--- config.mk ---
export PLATFORM = sky130hd
export DESIGN_NAME = egs_bank
export DESIGN_NICKNAME = d
export VERILOG_FILES = /design/src/egs_pkg.sv /design/src/egs_bank.sv
export SDC_FILE = /design/constraint.sdc
export NUM_CORES = 1
export LEC_CHECK = 0
export ABC_AREA = 1
export BUFFER_PORTS_ARGS = -buffer_cell sky130_fd_sc_hd__buf_2
export CAP_MARGIN = 0
export CORE_UTILIZATION = 50
export DETAILED_ROUTE_END_ITERATION = 10
export PLACE_DENSITY = 0.76
export SYNTH_ARGS = -nofsm -noshare
export SYNTH_HDL_FRONTEND = slang
export SYNTH_SLANG_ARGS = --single-unit
--- constraint.sdc ---
create_clock -name clk -period 10.5 [get_ports clk]
set_clock_uncertainty 0.05 [all_clocks]
set_input_delay 2.1 -clock clk [delete_from_list [all_inputs] [get_ports clk]]
set_output_delay 2.1 -clock clk [all_outputs]
set_load 0.05 [all_outputs]
--- src/egs_pkg.sv ---
// Package for the echo DSP gain and scaling configuration bank
package egs_pkg;

  // ==========================================================================
  // Register offsets (byte index on the plain register port)
  localparam logic [7:0] EGS_OFF_DECOUPLE = 8'h26;
  localparam logic [7:0] EGS_OFF_SCALE = 8'h27;
  localparam logic [7:0] EGS_OFF_TRIM = 8'h28;
  localparam logic [7:0] EGS_OFF_GAIN1 = 8'h29;
  localparam logic [7:0] EGS_OFF_GAIN2 = 8'h2a;
  localparam logic [7:0] EGS_OFF_NLEN = 8'h2b;

  // ==========================================================================
  // Reset values
  localparam logic [7:0] EGS_RST_DECOUPLE = 8'h00;
  localparam logic [7:0] EGS_RST_SCALE = 8'h00;
  localparam logic [7:0] EGS_RST_TRIM = 8'h00;
  localparam logic [7:0] EGS_RST_GAIN = 8'h00;
  localparam logic [1:0] EGS_RST_NLEN = 2'h0;

  // ==========================================================================
  // Field positions
  localparam int EGS_SPAN_LSB = 6;
  localparam int EGS_SLEEP_BIT = 5;
  localparam int EGS_KIND_BIT = 4;
  localparam int EGS_DVAL_LSB = 0;
  localparam int EGS_NOISE_LSB = 3;
  localparam int EGS_EXP_BIT = 2;
  localparam int EGS_NSTART_LSB = 0;
  localparam int EGS_TGAIN_LSB = 4;
  localparam int EGS_TOFF_LSB = 0;
  localparam int EGS_FSTART_LSB = 6;
  localparam int EGS_FAR_LSB = 3;
  localparam int EGS_NEAR_LSB = 0;
  localparam int EGS_NL1_BIT = 0;
  localparam int EGS_NL2_BIT = 7;

  // ==========================================================================
  // Decoded values
  localparam logic [6:0] EGS_SPAN_LO_DB [4] = '{7'd58, 7'd52, 7'd46, 7'd32};
  localparam logic [6:0] EGS_SPAN_HI_DB [4] = '{7'd90, 7'd84, 7'd78, 7'd64};
  localparam int EGS_DECOUPLE_STEP_US = 4096;
  localparam int EGS_DEG_STEP = 10;
  localparam int EGS_DEG_BASE = 40;
  localparam logic [3:0] EGS_TH_BASE = 4'd9;
  localparam logic [2:0] EGS_GAIN_MAX_CODE = 3'h5;
  localparam logic [5:0] EGS_NOISE_DIV_GAIN = 6'd8;
  localparam int EGS_NOISE_DIV_SHIFT = 3;

  // Register port request
  typedef struct packed {
    logic [7:0] addr;
    logic [7:0] wdata;
    logic wr;
    logic rd;
  } egs_bus_t;

  // Per-preset decoded gain plan
  typedef struct packed {
    logic nl_en;
    logic [3:0] far_start_point;
    logic [5:0] far_mult;
    logic [5:0] near_mult;
    logic far_invalid;
    logic near_invalid;
  } egs_preset_t;

  // Global decoded settings
  typedef struct packed {
    logic [6:0] span_lo_db;
    logic [6:0] span_hi_db;
    logic sleep_allow;
    logic decouple_kind_select;
    logic [16:0] decouple_time_us;
    logic signed [8:0] decouple_temp_c;
    logic exponent_two;
    logic [3:0] nl_start_point;
    logic [10:0] noise_eff;
    logic signed [3:0] temp_gain;
    logic signed [3:0] temp_off;
  } egs_cfg_t;

endpackage

--- src/egs_bank.sv ---
// Echo DSP gain, scaling, trim and decouple configuration register bank
`timescale 1ns/10ps
module egs_bank
  import egs_pkg::*;
(
  input wire logic clk,               // 200 MHz system clock
  input wire logic reset,             // Asynchronous reset, active high
  input wire egs_bus_t bus,           // Register port request
  output logic [7:0] rdata,           // Read data, cycle after read strobe
  output egs_cfg_t cfg,               // Decoded global settings
  output egs_preset_t preset1,        // Decoded first preset plan
  output egs_preset_t preset2         // Decoded second preset plan
);

  typedef struct packed {
    logic [7:0] decouple;
    logic [7:0] scale;
    logic [7:0] trim;
    logic [7:0] gain1;
    logic [7:0] gain2;
    logic [1:0] nl_en;
    logic [7:0] rdata;
    egs_cfg_t cfg;
    egs_preset_t p1;
    egs_preset_t p2;
  } egs_state_t;

  egs_state_t state_q;
  egs_state_t state_d;

  // ==========================================================================
  // Decode helpers
  function automatic logic [5:0] egs_mult(input logic [2:0] code);
    logic [5:0] m;
    m = 6'h00;
    if (code <= EGS_GAIN_MAX_CODE) begin
      m = 6'(6'h01 << code);
    end
    return m;
  endfunction

  function automatic egs_preset_t egs_preset(input logic [7:0] r, input logic en);
    egs_preset_t p;
    p.nl_en = en;
    p.far_start_point = EGS_TH_BASE + 4'(r[EGS_FSTART_LSB +: 2]);
    p.far_mult = egs_mult(r[EGS_FAR_LSB +: 3]);
    p.near_mult = egs_mult(r[EGS_NEAR_LSB +: 3]);
    p.far_invalid = r[EGS_FAR_LSB +: 3] > EGS_GAIN_MAX_CODE;
    p.near_invalid = r[EGS_NEAR_LSB +: 3] > EGS_GAIN_MAX_CODE;
    return p;
  endfunction

  function automatic logic [10:0] egs_noise(input logic [4:0] lvl, input logic [5:0] g);
    logic [10:0] n;
    n = {6'h00, lvl};
    if (g > EGS_NOISE_DIV_GAIN) begin
      // Widen both factors first so the product is not cut to six bits
      n = ({6'h00, lvl} * {5'h00, g}) >> EGS_NOISE_DIV_SHIFT;
    end
    return n;
  endfunction

  // ==========================================================================
  // Next-state logic
  always_comb begin
    logic [3:0] dv;
    logic [5:0] far_max;
    dv = 4'h0;
    far_max = 6'h00;
    state_d = state_q;
    state_d.rdata = 8'h00;
    if (bus.wr) begin
      if (bus.addr == EGS_OFF_DECOUPLE) begin
        state_d.decouple = bus.wdata;
      end else if (bus.addr == EGS_OFF_SCALE) begin
        state_d.scale = bus.wdata;
      end else if (bus.addr == EGS_OFF_TRIM) begin
        state_d.trim = bus.wdata;
      end else if (bus.addr == EGS_OFF_GAIN1) begin
        state_d.gain1 = bus.wdata;
      end else if (bus.addr == EGS_OFF_GAIN2) begin
        state_d.gain2 = bus.wdata;
      end else if (bus.addr == EGS_OFF_NLEN) begin
        state_d.nl_en = {bus.wdata[EGS_NL2_BIT], bus.wdata[EGS_NL1_BIT]};
      end
    end
    if (bus.rd) begin
      if (bus.addr == EGS_OFF_DECOUPLE) begin
        state_d.rdata = state_q.decouple;
      end else if (bus.addr == EGS_OFF_SCALE) begin
        state_d.rdata = state_q.scale;
      end else if (bus.addr == EGS_OFF_TRIM) begin
        state_d.rdata = state_q.trim;
      end else if (bus.addr == EGS_OFF_GAIN1) begin
        state_d.rdata = state_q.gain1;
      end else if (bus.addr == EGS_OFF_GAIN2) begin
        state_d.rdata = state_q.gain2;
      end else if (bus.addr == EGS_OFF_NLEN) begin
        state_d.rdata = {state_q.nl_en[1], 6'h00, state_q.nl_en[0]};
      end
    end
    // Outputs follow the registers one cycle after a write; noise_eff follows a gain write one cycle later still
    state_d.cfg.span_lo_db = EGS_SPAN_LO_DB[state_q.decouple[EGS_SPAN_LSB +: 2]];
    state_d.cfg.span_hi_db = EGS_SPAN_HI_DB[state_q.decouple[EGS_SPAN_LSB +: 2]];
    state_d.cfg.sleep_allow = state_q.decouple[EGS_SLEEP_BIT];
    state_d.cfg.decouple_kind_select = state_q.decouple[EGS_KIND_BIT];
    dv = state_q.decouple[EGS_DVAL_LSB +: 4];
    state_d.cfg.decouple_time_us = 17'(EGS_DECOUPLE_STEP_US * (dv + 1));
    state_d.cfg.decouple_temp_c = 9'(EGS_DEG_STEP * dv - EGS_DEG_BASE);
    // Noise follows the larger far gain of the two presets, enabled or not
    far_max = (state_q.p1.far_mult > state_q.p2.far_mult) ?
      state_q.p1.far_mult : state_q.p2.far_mult;
    state_d.cfg.noise_eff = egs_noise(state_q.scale[EGS_NOISE_LSB +: 5], far_max);
    state_d.cfg.exponent_two = state_q.scale[EGS_EXP_BIT];
    state_d.cfg.nl_start_point = EGS_TH_BASE + 4'(state_q.scale[EGS_NSTART_LSB +: 2]);
    state_d.cfg.temp_gain = signed'(state_q.trim[EGS_TGAIN_LSB +: 4]);
    state_d.cfg.temp_off = signed'(state_q.trim[EGS_TOFF_LSB +: 4]);
    state_d.p1 = egs_preset(state_q.gain1, state_q.nl_en[0]);
    state_d.p2 = egs_preset(state_q.gain2, state_q.nl_en[1]);
  end

  // ==========================================================================
  // State register
  always_ff @(posedge clk or posedge reset) begin
    if (reset) begin
      state_q <= '0;
      state_q.decouple <= EGS_RST_DECOUPLE;
      state_q.scale <= EGS_RST_SCALE;
      state_q.trim <= EGS_RST_TRIM;
      state_q.gain1 <= EGS_RST_GAIN;
      state_q.gain2 <= EGS_RST_GAIN;
      state_q.nl_en <= EGS_RST_NLEN;
    end else begin
      state_q <= state_d;
    end
  end

  assign rdata = state_q.rdata;
  assign cfg = state_q.cfg;
  assign preset1 = state_q.p1;
  assign preset2 = state_q.p2;

endmodule

==> flow_results.xml, run 1 <==
<?xml version="1.0" encoding="UTF-8"?>
<metrics>
  <group name="clock_network">
    <metric name="cts_tree" unit="">done</metric>
    <metric name="number_of_cells_upsized_or_downsized_after_cts" unit="">0</metric>
    <metric name="clkSlewWorstSetupHoldPaths" unit="ps">60</metric>
    <metric name="cts-root-buf" unit="">clkbuf_16</metric>
    <metric name="clock_sink_count" unit="">125</metric>
    <metric name="post_cts_hold_buffer_count" unit="">0</metric>
    <metric name="post_cts.repair.setup_buffers" unit="">0</metric>
    <metric name="largest_buffer_count_on_any_clock_path" unit="">2</metric>
    <metric name="number_of_buffers_added_by_the_clock_tree_synthesis_step" unit="">17</metric>
    <metric name="htree_num_levels" unit="">4</metric>
    <metric name="clk_latency" unit="ps">410</metric>
  </group>
  <group name="die">
    <metric name="die_h" unit="µm">118</metric>
    <metric name="placeable_core_region" unit="mm²">0.0128</metric>
    <metric name="die_x" unit="µm">118</metric>
    <metric name="placementRows" unit="">41</metric>
    <metric name="starting_density_of_the_core" unit="%">52.0</metric>
    <metric name="design.die.area" unit="mm²">0.0138</metric>
    <metric name="num_io_pins" unit="">132</metric>
  </group>
  <group name="synthesis">
    <metric name="synth.yosys.seq_area_share" unit="%">46.9</metric>
    <metric name="syn_area" unit="mm²">0.00667</metric>
    <metric name="main_combinational_cell_family_by_area_after_synthesis" unit="">buffers and inverters</metric>
    <metric name="netlist-cell-type-count" unit="">37</metric>
    <metric name="synth_xor_area_share" unit="%">1.18</metric>
    <metric name="synth-compound-area-share" unit="%">7.82</metric>
    <metric name="syn_avg_cell_area" unit="µm²">9.47</metric>
    <metric name="yosys_warnings" unit="">0</metric>
    <metric name="synth_area_in_adders" unit="%">10.3</metric>
    <metric name="synth_seq_cells" unit="">125</metric>
    <metric name="syn_inst" unit="">705</metric>
    <metric name="simple_gate_portion_of_the_synthesized_area" unit="%">14.7</metric>
    <metric name="post_synth_mux_area_share" unit="%">0</metric>
  </group>
  <group name="global_routing">
    <metric name="antenna_found_initial" unit="">0</metric>
    <metric name="grt_max_degree" unit="">73</metric>
    <metric name="gr-total-overflow" unit="">0</metric>
    <metric name="grt_util_all_layers" unit="%">19.5</metric>
    <metric name="grt_first_pass_wirelength" unit="µm">20900</metric>
    <metric name="via_count_of_the_first_global_routing_pass" unit="">4145</metric>
  </group>
  <group name="sta">
    <metric name="timing.final.crit_period" unit="ps">4690</metric>
    <metric name="slew_violations" unit="">0</metric>
    <metric name="fin_crit_sh" unit="%">44.7</metric>
    <metric name="worstMarginPinSlew" unit="ps">865</metric>
    <metric name="setup_viol" unit="">0</metric>
    <metric name="rsz0062_at_grt" unit="">no</metric>
    <metric name="relSlewSlack" unit="%">42.3</metric>
    <metric name="fin_setup_tns" unit="ps">0</metric>
    <metric name="timing.final.hold_violations" unit="">0</metric>
    <metric name="clock.fmax" unit="MHz">213</metric>
  </group>
  <group name="run">
    <metric name="timing.max_cap.violations" unit="">0</metric>
  </group>
  <group name="critical_path">
    <metric name="cp_max_fo" unit="">10</metric>
    <metric name="worst-setup-path-type" unit="">reg -&gt; reg</metric>
    <metric name="timing.critical_path.to_type" unit="">register</metric>
    <metric name="critPathRequiredTime" unit="ps">10740</metric>
    <metric name="cp.arrival" unit="ps">4940</metric>
    <metric name="setup.reg_to_reg.worst_slack" unit="ps">5810</metric>
    <metric name="crit_path_start_kind" unit="">register</metric>
  </group>
  <group name="drt">
    <metric name="drcViolationCount" unit="">0</metric>
    <metric name="detail-route-antenna-nets" unit="">0</metric>
    <metric name="drt_iter0_drc" unit="">291</metric>
    <metric name="vias" unit="">4415</metric>
    <metric name="route.detailed.wl_per_inst" unit="µm">14.0</metric>
    <metric name="drt_wl_total" unit="µm">12800</metric>
    <metric name="dr.pass1.iters" unit="">6</metric>
    <metric name="drt-vias-per-instance" unit="">4.82</metric>
  </group>
  <group name="pwr">
    <metric name="p_per_area" unit="mW/mm²">178</metric>
    <metric name="max-vdd-ir-drop" unit="mV">0.114</metric>
    <metric name="cellLeakagePower" unit="nW">3.79</metric>
  </group>
  <group name="cells_and_area">
    <metric name="layout.nets" unit="">799</metric>
    <metric name="fillCellCount" unit="">1121</metric>
    <metric name="finalInstanceArea" unit="mm²">0.00721</metric>
    <metric name="multi_input_area" unit="mm²">0.00235</metric>
    <metric name="regArea" unit="mm²">0.00313</metric>
    <metric name="ratio_of_cells_with_drive_above_1_in_the_final_layout" unit="%">24.7</metric>
    <metric name="synthToLayoutAreaGrowth" unit="%">8.04</metric>
    <metric name="fraction_of_the_core_area_covered_by_cells_at_the_end_of_the_flow" unit="%">56.2</metric>
    <metric name="insertedDiodeCount" unit="">0</metric>
  </group>
  <group name="place">
    <metric name="gp_routability_congestion" unit="">0.889</metric>
    <metric name="placed_area" unit="mm²">0.00662</metric>
    <metric name="detailed_place_hpwl" unit="µm">9450</metric>
    <metric name="io_buffer_count" unit="">111</metric>
  </group>
  <group name="outcome">
    <metric name="outcome" unit="">complete, no violations</metric>
  </group>
  <group name="min_path">
    <metric name="timing.hold.worst.class" unit="">reg -&gt; reg</metric>
  </group>
</metrics>
layer usage:
layer	wire (µm)	global-route usage [%]
met1	5800	26.6
met2	5920	29.9
met3	649	3.88
met4	440	9.86
met5	0	0
stage by stage:
stage	hold slack [ps]	cells	setup WS, ps	total power, mW
after floorplan	324	724	5020	0.708
after CTS	358	916	5820	1.30
after global placement	337	885	5930	0.715
after global routing	363	916	5340	1.34
after detailed placement	344	885	5830	0.719
final	354	916	5810	1.29
state kept, by name, summed over array words and instances (netlist names):
name     count
preset1     18
state_d     13
preset2     18
cfg         39
state_q     29
rdata        8
power breakdown:
group / switching [mW] / internal (mW)
clock network: 0.214 / 0.363
logic: 0.147 / 0.0417
registers: 0.0162 / 0.504
total: 0.377 / 0.909
cell families (layout without fill, tap and decap cells):
kind of cell | Yosys count | after routing
AO/OA/AOI/OAI | 92 | 92
XOR/XNOR | 9 | 9
adder cells (fa/ha/maj) | 47 | 47
buffers and inverters | 221 | 241
flip-flops | 125 | 125
other | 2 | 21
AND/OR/NAND/NOR | 209 | 209
final timing paths:
path | from | to | depth (start not counted)
worst max-delay path | preset2[13]$_DFF_PP0_ | cfg[15]$_DFF_PP0_ | 25
worst min-delay path | state_d[37]$_DFFE_PP0P_ | preset1[18]$_DFF_PP0_ | 0
worst max register to register | preset2[13]$_DFF_PP0_ | cfg[15]$_DFF_PP0_ | 25
worst min register to register | state_d[37]$_DFFE_PP0P_ | preset1[18]$_DFF_PP0_ | 0
max in group asynchronous | reset | preset2[1]$_DFF_PP0_ | 3
min in group asynchronous | reset | cfg[48]$_DFF_PP0_ | 2
final cells by class:
| class | instances | share of cell area (%) |
|---|---|---|
| clock buffer | 20 | 6.33 |
| clock inverter | 11 | 1.82 |
| inverter | 98 | 5.14 |
| multi-input combinational | 378 | 32.5 |
| sequential | 125 | 43.4 |
| tap | 172 | 2.98 |
| timing repair buffer | 112 | 7.81 |
worst max-delay path: stages, from the launching register on:
cell     delay, ps
dfrtp_1        360
inv_1           60
ha_1           300
a21oi_1        240
nand3_4        120
nand2_4        150
nand2_1         60
o21ai_1        160
inv_1          140
nor2_1         130
fa_1           430
inv_1           90
fa_1           420
fa_1           540
inv_1           40
ha_1           340
nand2_1         60
o21ai_1        190
a21oi_1        100
o21ai_1        160
nand2_1         80
nand2_1         60
nand2_1         40
nand2_1         60
xor2_1         150
nor2_1          50
placed cells by master (no fill, tap or decap), drive strengths merged, types with 2 or more instances in the layout:
cell	n
clkinv	2
nor2	36
bufinv	2
o21ai	71
o221ai	3
nor3	27
or2	3
xor2	4
inv	102
nand3	19
clkinvlp	3
o211ai	2
conb	21
nand2	120
nand4	2
dfrtp	125
xnor2	5
a21oi	11
buf	112
fa	13
clkbuf	20
nand3b	2
ha	34
o2111ai	3
synthesized netlist by cell type (all sizes together):
cell type    n  area [µm²]
dfrtp      125        3130
nand2      120         490
buf        116         877
inv         98         368
o21ai       71         382
nor2        36         158
ha          34         425
nor3        27         146
nand3       19         140
fa          13         260
a21oi       11        58.8
clkbuf       7        26.3
xnor2        5        43.8
xor2         4        35.0
o2111ai      3        26.3
o221ai       3        26.3
or2          3        18.8
conb         2        7.51
nand3b       2        15.0
nand4        2        12.5
o211ai       2        15.0
a31oi        1        6.26
o21a         1        7.51
(Power assumes the default switching activity.)
==> inputs of run 2 (changes only) <==
==> constraint.sdc (replaced) <==
create_clock -name clk -period 4.91 [get_ports clk]
set_clock_uncertainty 0.05 [all_clocks]
set_input_delay 0.982 -clock clk [delete_from_list [all_inputs] [get_ports clk]]
set_output_delay 0.982 -clock clk [all_outputs]
set_load 0.05 [all_outputs]
==> flow_results.xml, run 2 (same netlist as run 1, synthesis figures left out) <==
<?xml version="1.0" encoding="UTF-8"?>
<metrics>
  <group name="drt">
    <metric name="drt_wl_total" unit="µm">13100</metric>
    <metric name="route.detailed.wl_per_inst" unit="µm">14.3</metric>
    <metric name="vias" unit="">4411</metric>
    <metric name="dr.pass1.iters" unit="">4</metric>
    <metric name="drt-vias-per-instance" unit="">4.81</metric>
    <metric name="drt_iter0_drc" unit="">345</metric>
    <metric name="drcViolationCount" unit="">0</metric>
    <metric name="detail-route-antenna-nets" unit="">0</metric>
  </group>
  <group name="run">
    <metric name="timing.max_cap.violations" unit="">0</metric>
  </group>
  <group name="clock_network">
    <metric name="htree_num_levels" unit="">4</metric>
    <metric name="clk_latency" unit="ps">420</metric>
    <metric name="number_of_buffers_added_by_the_clock_tree_synthesis_step" unit="">17</metric>
    <metric name="clkSlewWorstSetupHoldPaths" unit="ps">60</metric>
    <metric name="cts-root-buf" unit="">clkbuf_16</metric>
    <metric name="clock_sink_count" unit="">125</metric>
    <metric name="largest_buffer_count_on_any_clock_path" unit="">2</metric>
    <metric name="cts_tree" unit="">done</metric>
  </group>
  <group name="sta">
    <metric name="setup_viol" unit="">0</metric>
    <metric name="relSlewSlack" unit="%">49.0</metric>
    <metric name="slew_violations" unit="">0</metric>
    <metric name="worstMarginPinSlew" unit="ps">765</metric>
    <metric name="timing.final.crit_period" unit="ps">4610</metric>
    <metric name="fin_crit_sh" unit="%">93.9</metric>
    <metric name="timing.final.hold_violations" unit="">0</metric>
    <metric name="clock.fmax" unit="MHz">217</metric>
  </group>
  <group name="die">
    <metric name="die_x" unit="µm">118</metric>
    <metric name="num_io_pins" unit="">132</metric>
    <metric name="placeable_core_region" unit="mm²">0.0128</metric>
    <metric name="design.die.area" unit="mm²">0.0138</metric>
    <metric name="die_h" unit="µm">118</metric>
    <metric name="starting_density_of_the_core" unit="%">52.0</metric>
    <metric name="placementRows" unit="">41</metric>
  </group>
  <group name="global_routing">
    <metric name="antenna_found_initial" unit="">0</metric>
    <metric name="grt_max_degree" unit="">65</metric>
    <metric name="grt_first_pass_wirelength" unit="µm">21100</metric>
    <metric name="gr-total-overflow" unit="">0</metric>
    <metric name="via_count_of_the_first_global_routing_pass" unit="">4238</metric>
    <metric name="grt_util_all_layers" unit="%">19.7</metric>
  </group>
  <group name="critical_path">
    <metric name="setup.reg_to_reg.worst_slack" unit="ps">300</metric>
    <metric name="slowest_stage" unit="">fa_1</metric>
    <metric name="cp.arrival" unit="ps">4870</metric>
    <metric name="timing.critical_path.to_type" unit="">register</metric>
    <metric name="worst_r2r_startpoint" unit="">preset2[13]$_DFF_PP0_</metric>
    <metric name="cell_depth_of_the_worst_flop_to_flop_path" unit="">25</metric>
    <metric name="critical-path-max-stage-delay" unit="ps">540</metric>
    <metric name="worst-setup-path-type" unit="">reg -&gt; reg</metric>
    <metric name="cp_common_cell" unit="">nand2_1</metric>
    <metric name="worst_path_buffer_plus_inverter_count" unit="">2</metric>
    <metric name="cp_max_fo" unit="">10</metric>
    <metric name="critPathRequiredTime" unit="ps">5170</metric>
    <metric name="critical_path.reg2reg.endpoint" unit="">cfg[15]$_DFF_PP0_</metric>
    <metric name="setup.worst_path.start" unit="">preset2[13]$_DFF_PP0_</metric>
    <metric name="crit_path_start_kind" unit="">register</metric>
    <metric name="cp_top_family" unit="">adder cells</metric>
  </group>
  <group name="min_path">
    <metric name="timing.hold.worst.class" unit="">reg -&gt; reg</metric>
    <metric name="hold_start" unit="">state_d[39]$_DFFE_PP0P_</metric>
    <metric name="hold_end" unit="">cfg[1]$_DFF_PP0_</metric>
    <metric name="hold_path_depth" unit="">0</metric>
  </group>
  <group name="place">
    <metric name="detailed_place_hpwl" unit="µm">9450</metric>
    <metric name="placed_cell_count" unit="">886</metric>
    <metric name="gp_routability_congestion" unit="">0.875</metric>
    <metric name="io_buffer_count" unit="">111</metric>
  </group>
  <group name="pwr">
    <metric name="register_share_of_total_power" unit="%">40.6</metric>
    <metric name="pwr-share-clk" unit="%">44.1</metric>
    <metric name="netSwitchingFraction" unit="%">31.0</metric>
    <metric name="combPwrFrac" unit="%">15.3</metric>
    <metric name="total_power" unit="mW">2.74</metric>
    <metric name="netSwitchingPower" unit="µW">848</metric>
    <metric name="max-vdd-ir-drop" unit="mV">0.231</metric>
    <metric name="p_per_area" unit="mW/mm²">378</metric>
    <metric name="intPower" unit="mW">1.89</metric>
    <metric name="cellLeakagePower" unit="nW">3.80</metric>
  </group>
  <group name="outcome">
    <metric name="outcome" unit="">complete, no violations</metric>
  </group>
  <group name="cells_and_area">
    <metric name="insertedDiodeCount" unit="">0</metric>
    <metric name="regArea" unit="mm²">0.00313</metric>
    <metric name="synthToLayoutAreaGrowth" unit="%">8.64</metric>
    <metric name="multi_input_area" unit="mm²">0.00239</metric>
    <metric name="layout.nets" unit="">800</metric>
    <metric name="commonest_non_fill_non_tap_cell_in_the_layout" unit="">dfrtp_1</metric>
    <metric name="largest_reg_flops" unit="">39</metric>
    <metric name="finish.cell_count_without_fillers" unit="">918</metric>
    <metric name="fillCellCount" unit="">1093</metric>
    <metric name="most_frequent_cells_in_the_layout" unit="">dfrtp_1 (125), buf_2 (111), nand2_1 (106)</metric>
    <metric name="ratio_of_cells_with_drive_above_1_in_the_final_layout" unit="%">25.9</metric>
  </group>
</metrics>
[run 2: changes by cell type in the layout (fill, tap and decap cells not counted), moves of 2 or more]
cell	before	now
inv_6	4	1
ha_4	0	2
o21ai_2	4	6
o21ai_1	27	25
ha_1	34	32
clkinv_4	1	3
inv_8	0	3
clkinv_2	1	3
[run 2: timing repair]
| item | in CTS | in global routing |
|---|---|---|
| setup endpoints to repair | 0 | 1 |
| setup buffers | 0 | 0 |
| hold buffers | 0 | 0 |
| resized for setup | 0 | 7 |
| endpoints found under the hold margin | 0 | 0 |
[run 2: layout make-up]
type,count,area share [%]
flip-flops and latches,125,43.1
multi-input cells,378,33.0
repair buffers,113,7.87
clock buffers,18,6.06
inverters,98,5.11
well taps,172,2.97
clock inverters,14,1.88
[run 2: through the flow]
stage | utilization [%] | setup slack, ps | hold slack, ps | TNS [ps] | area [µm²]
final | 56.5 | 297 | 356 | 0 | 7250
after global routing | 56.5 | -6.47 | 367 | -6.47 | 7250
after CTS | 56.2 | 169 | 351 | 0 | 7210
after detailed placement | 51.7 | 193 | 337 | 0 | 6630
after global placement | 51.7 | 338 | 339 | 0 | 6630
after floorplan | - | 485 | 324 | 0 | 6750
[run 2: worst max path at each step]
stage / cells after the start / slack, ps / endpoint
2_1_floorplan: 24 / 480 / cfg[15]$_DFF_PP0_
3_3_place_gp: 24 / 340 / cfg[15]$_DFF_PP0_
3_5_place_dp: 24 / 190 / cfg[15]$_DFF_PP0_
4_1_cts: 24 / 170 / cfg[15]$_DFF_PP0_
5_1_grt: 25 / -6 / cfg[15]$_DFF_PP0_
6_report: 25 / 300 / cfg[15]$_DFF_PP0_
[run 2: metal layers]
layer	global-route usage, %	share of wire [%]	vias to the layer above	wire length (µm)
li1	-	-	2167	-
met1	25.7	45	2047	5870
met2	31.9	47	170	6110
met3	4.31	5.4	27	709
met4	8.41	3.1	0	410
met5	0	0	-	0
[run 2: power by group through the flow]
stage,combinational (mW),clock (mW),sequential (mW)
finish,0.419,1.21,1.11
global route,0.452,1.27,1.12
CTS,0.411,1.22,1.11
detailed placement,0.409,0,1.13
global placement,0.400,0,1.13
floorplan,0.396,0,1.12
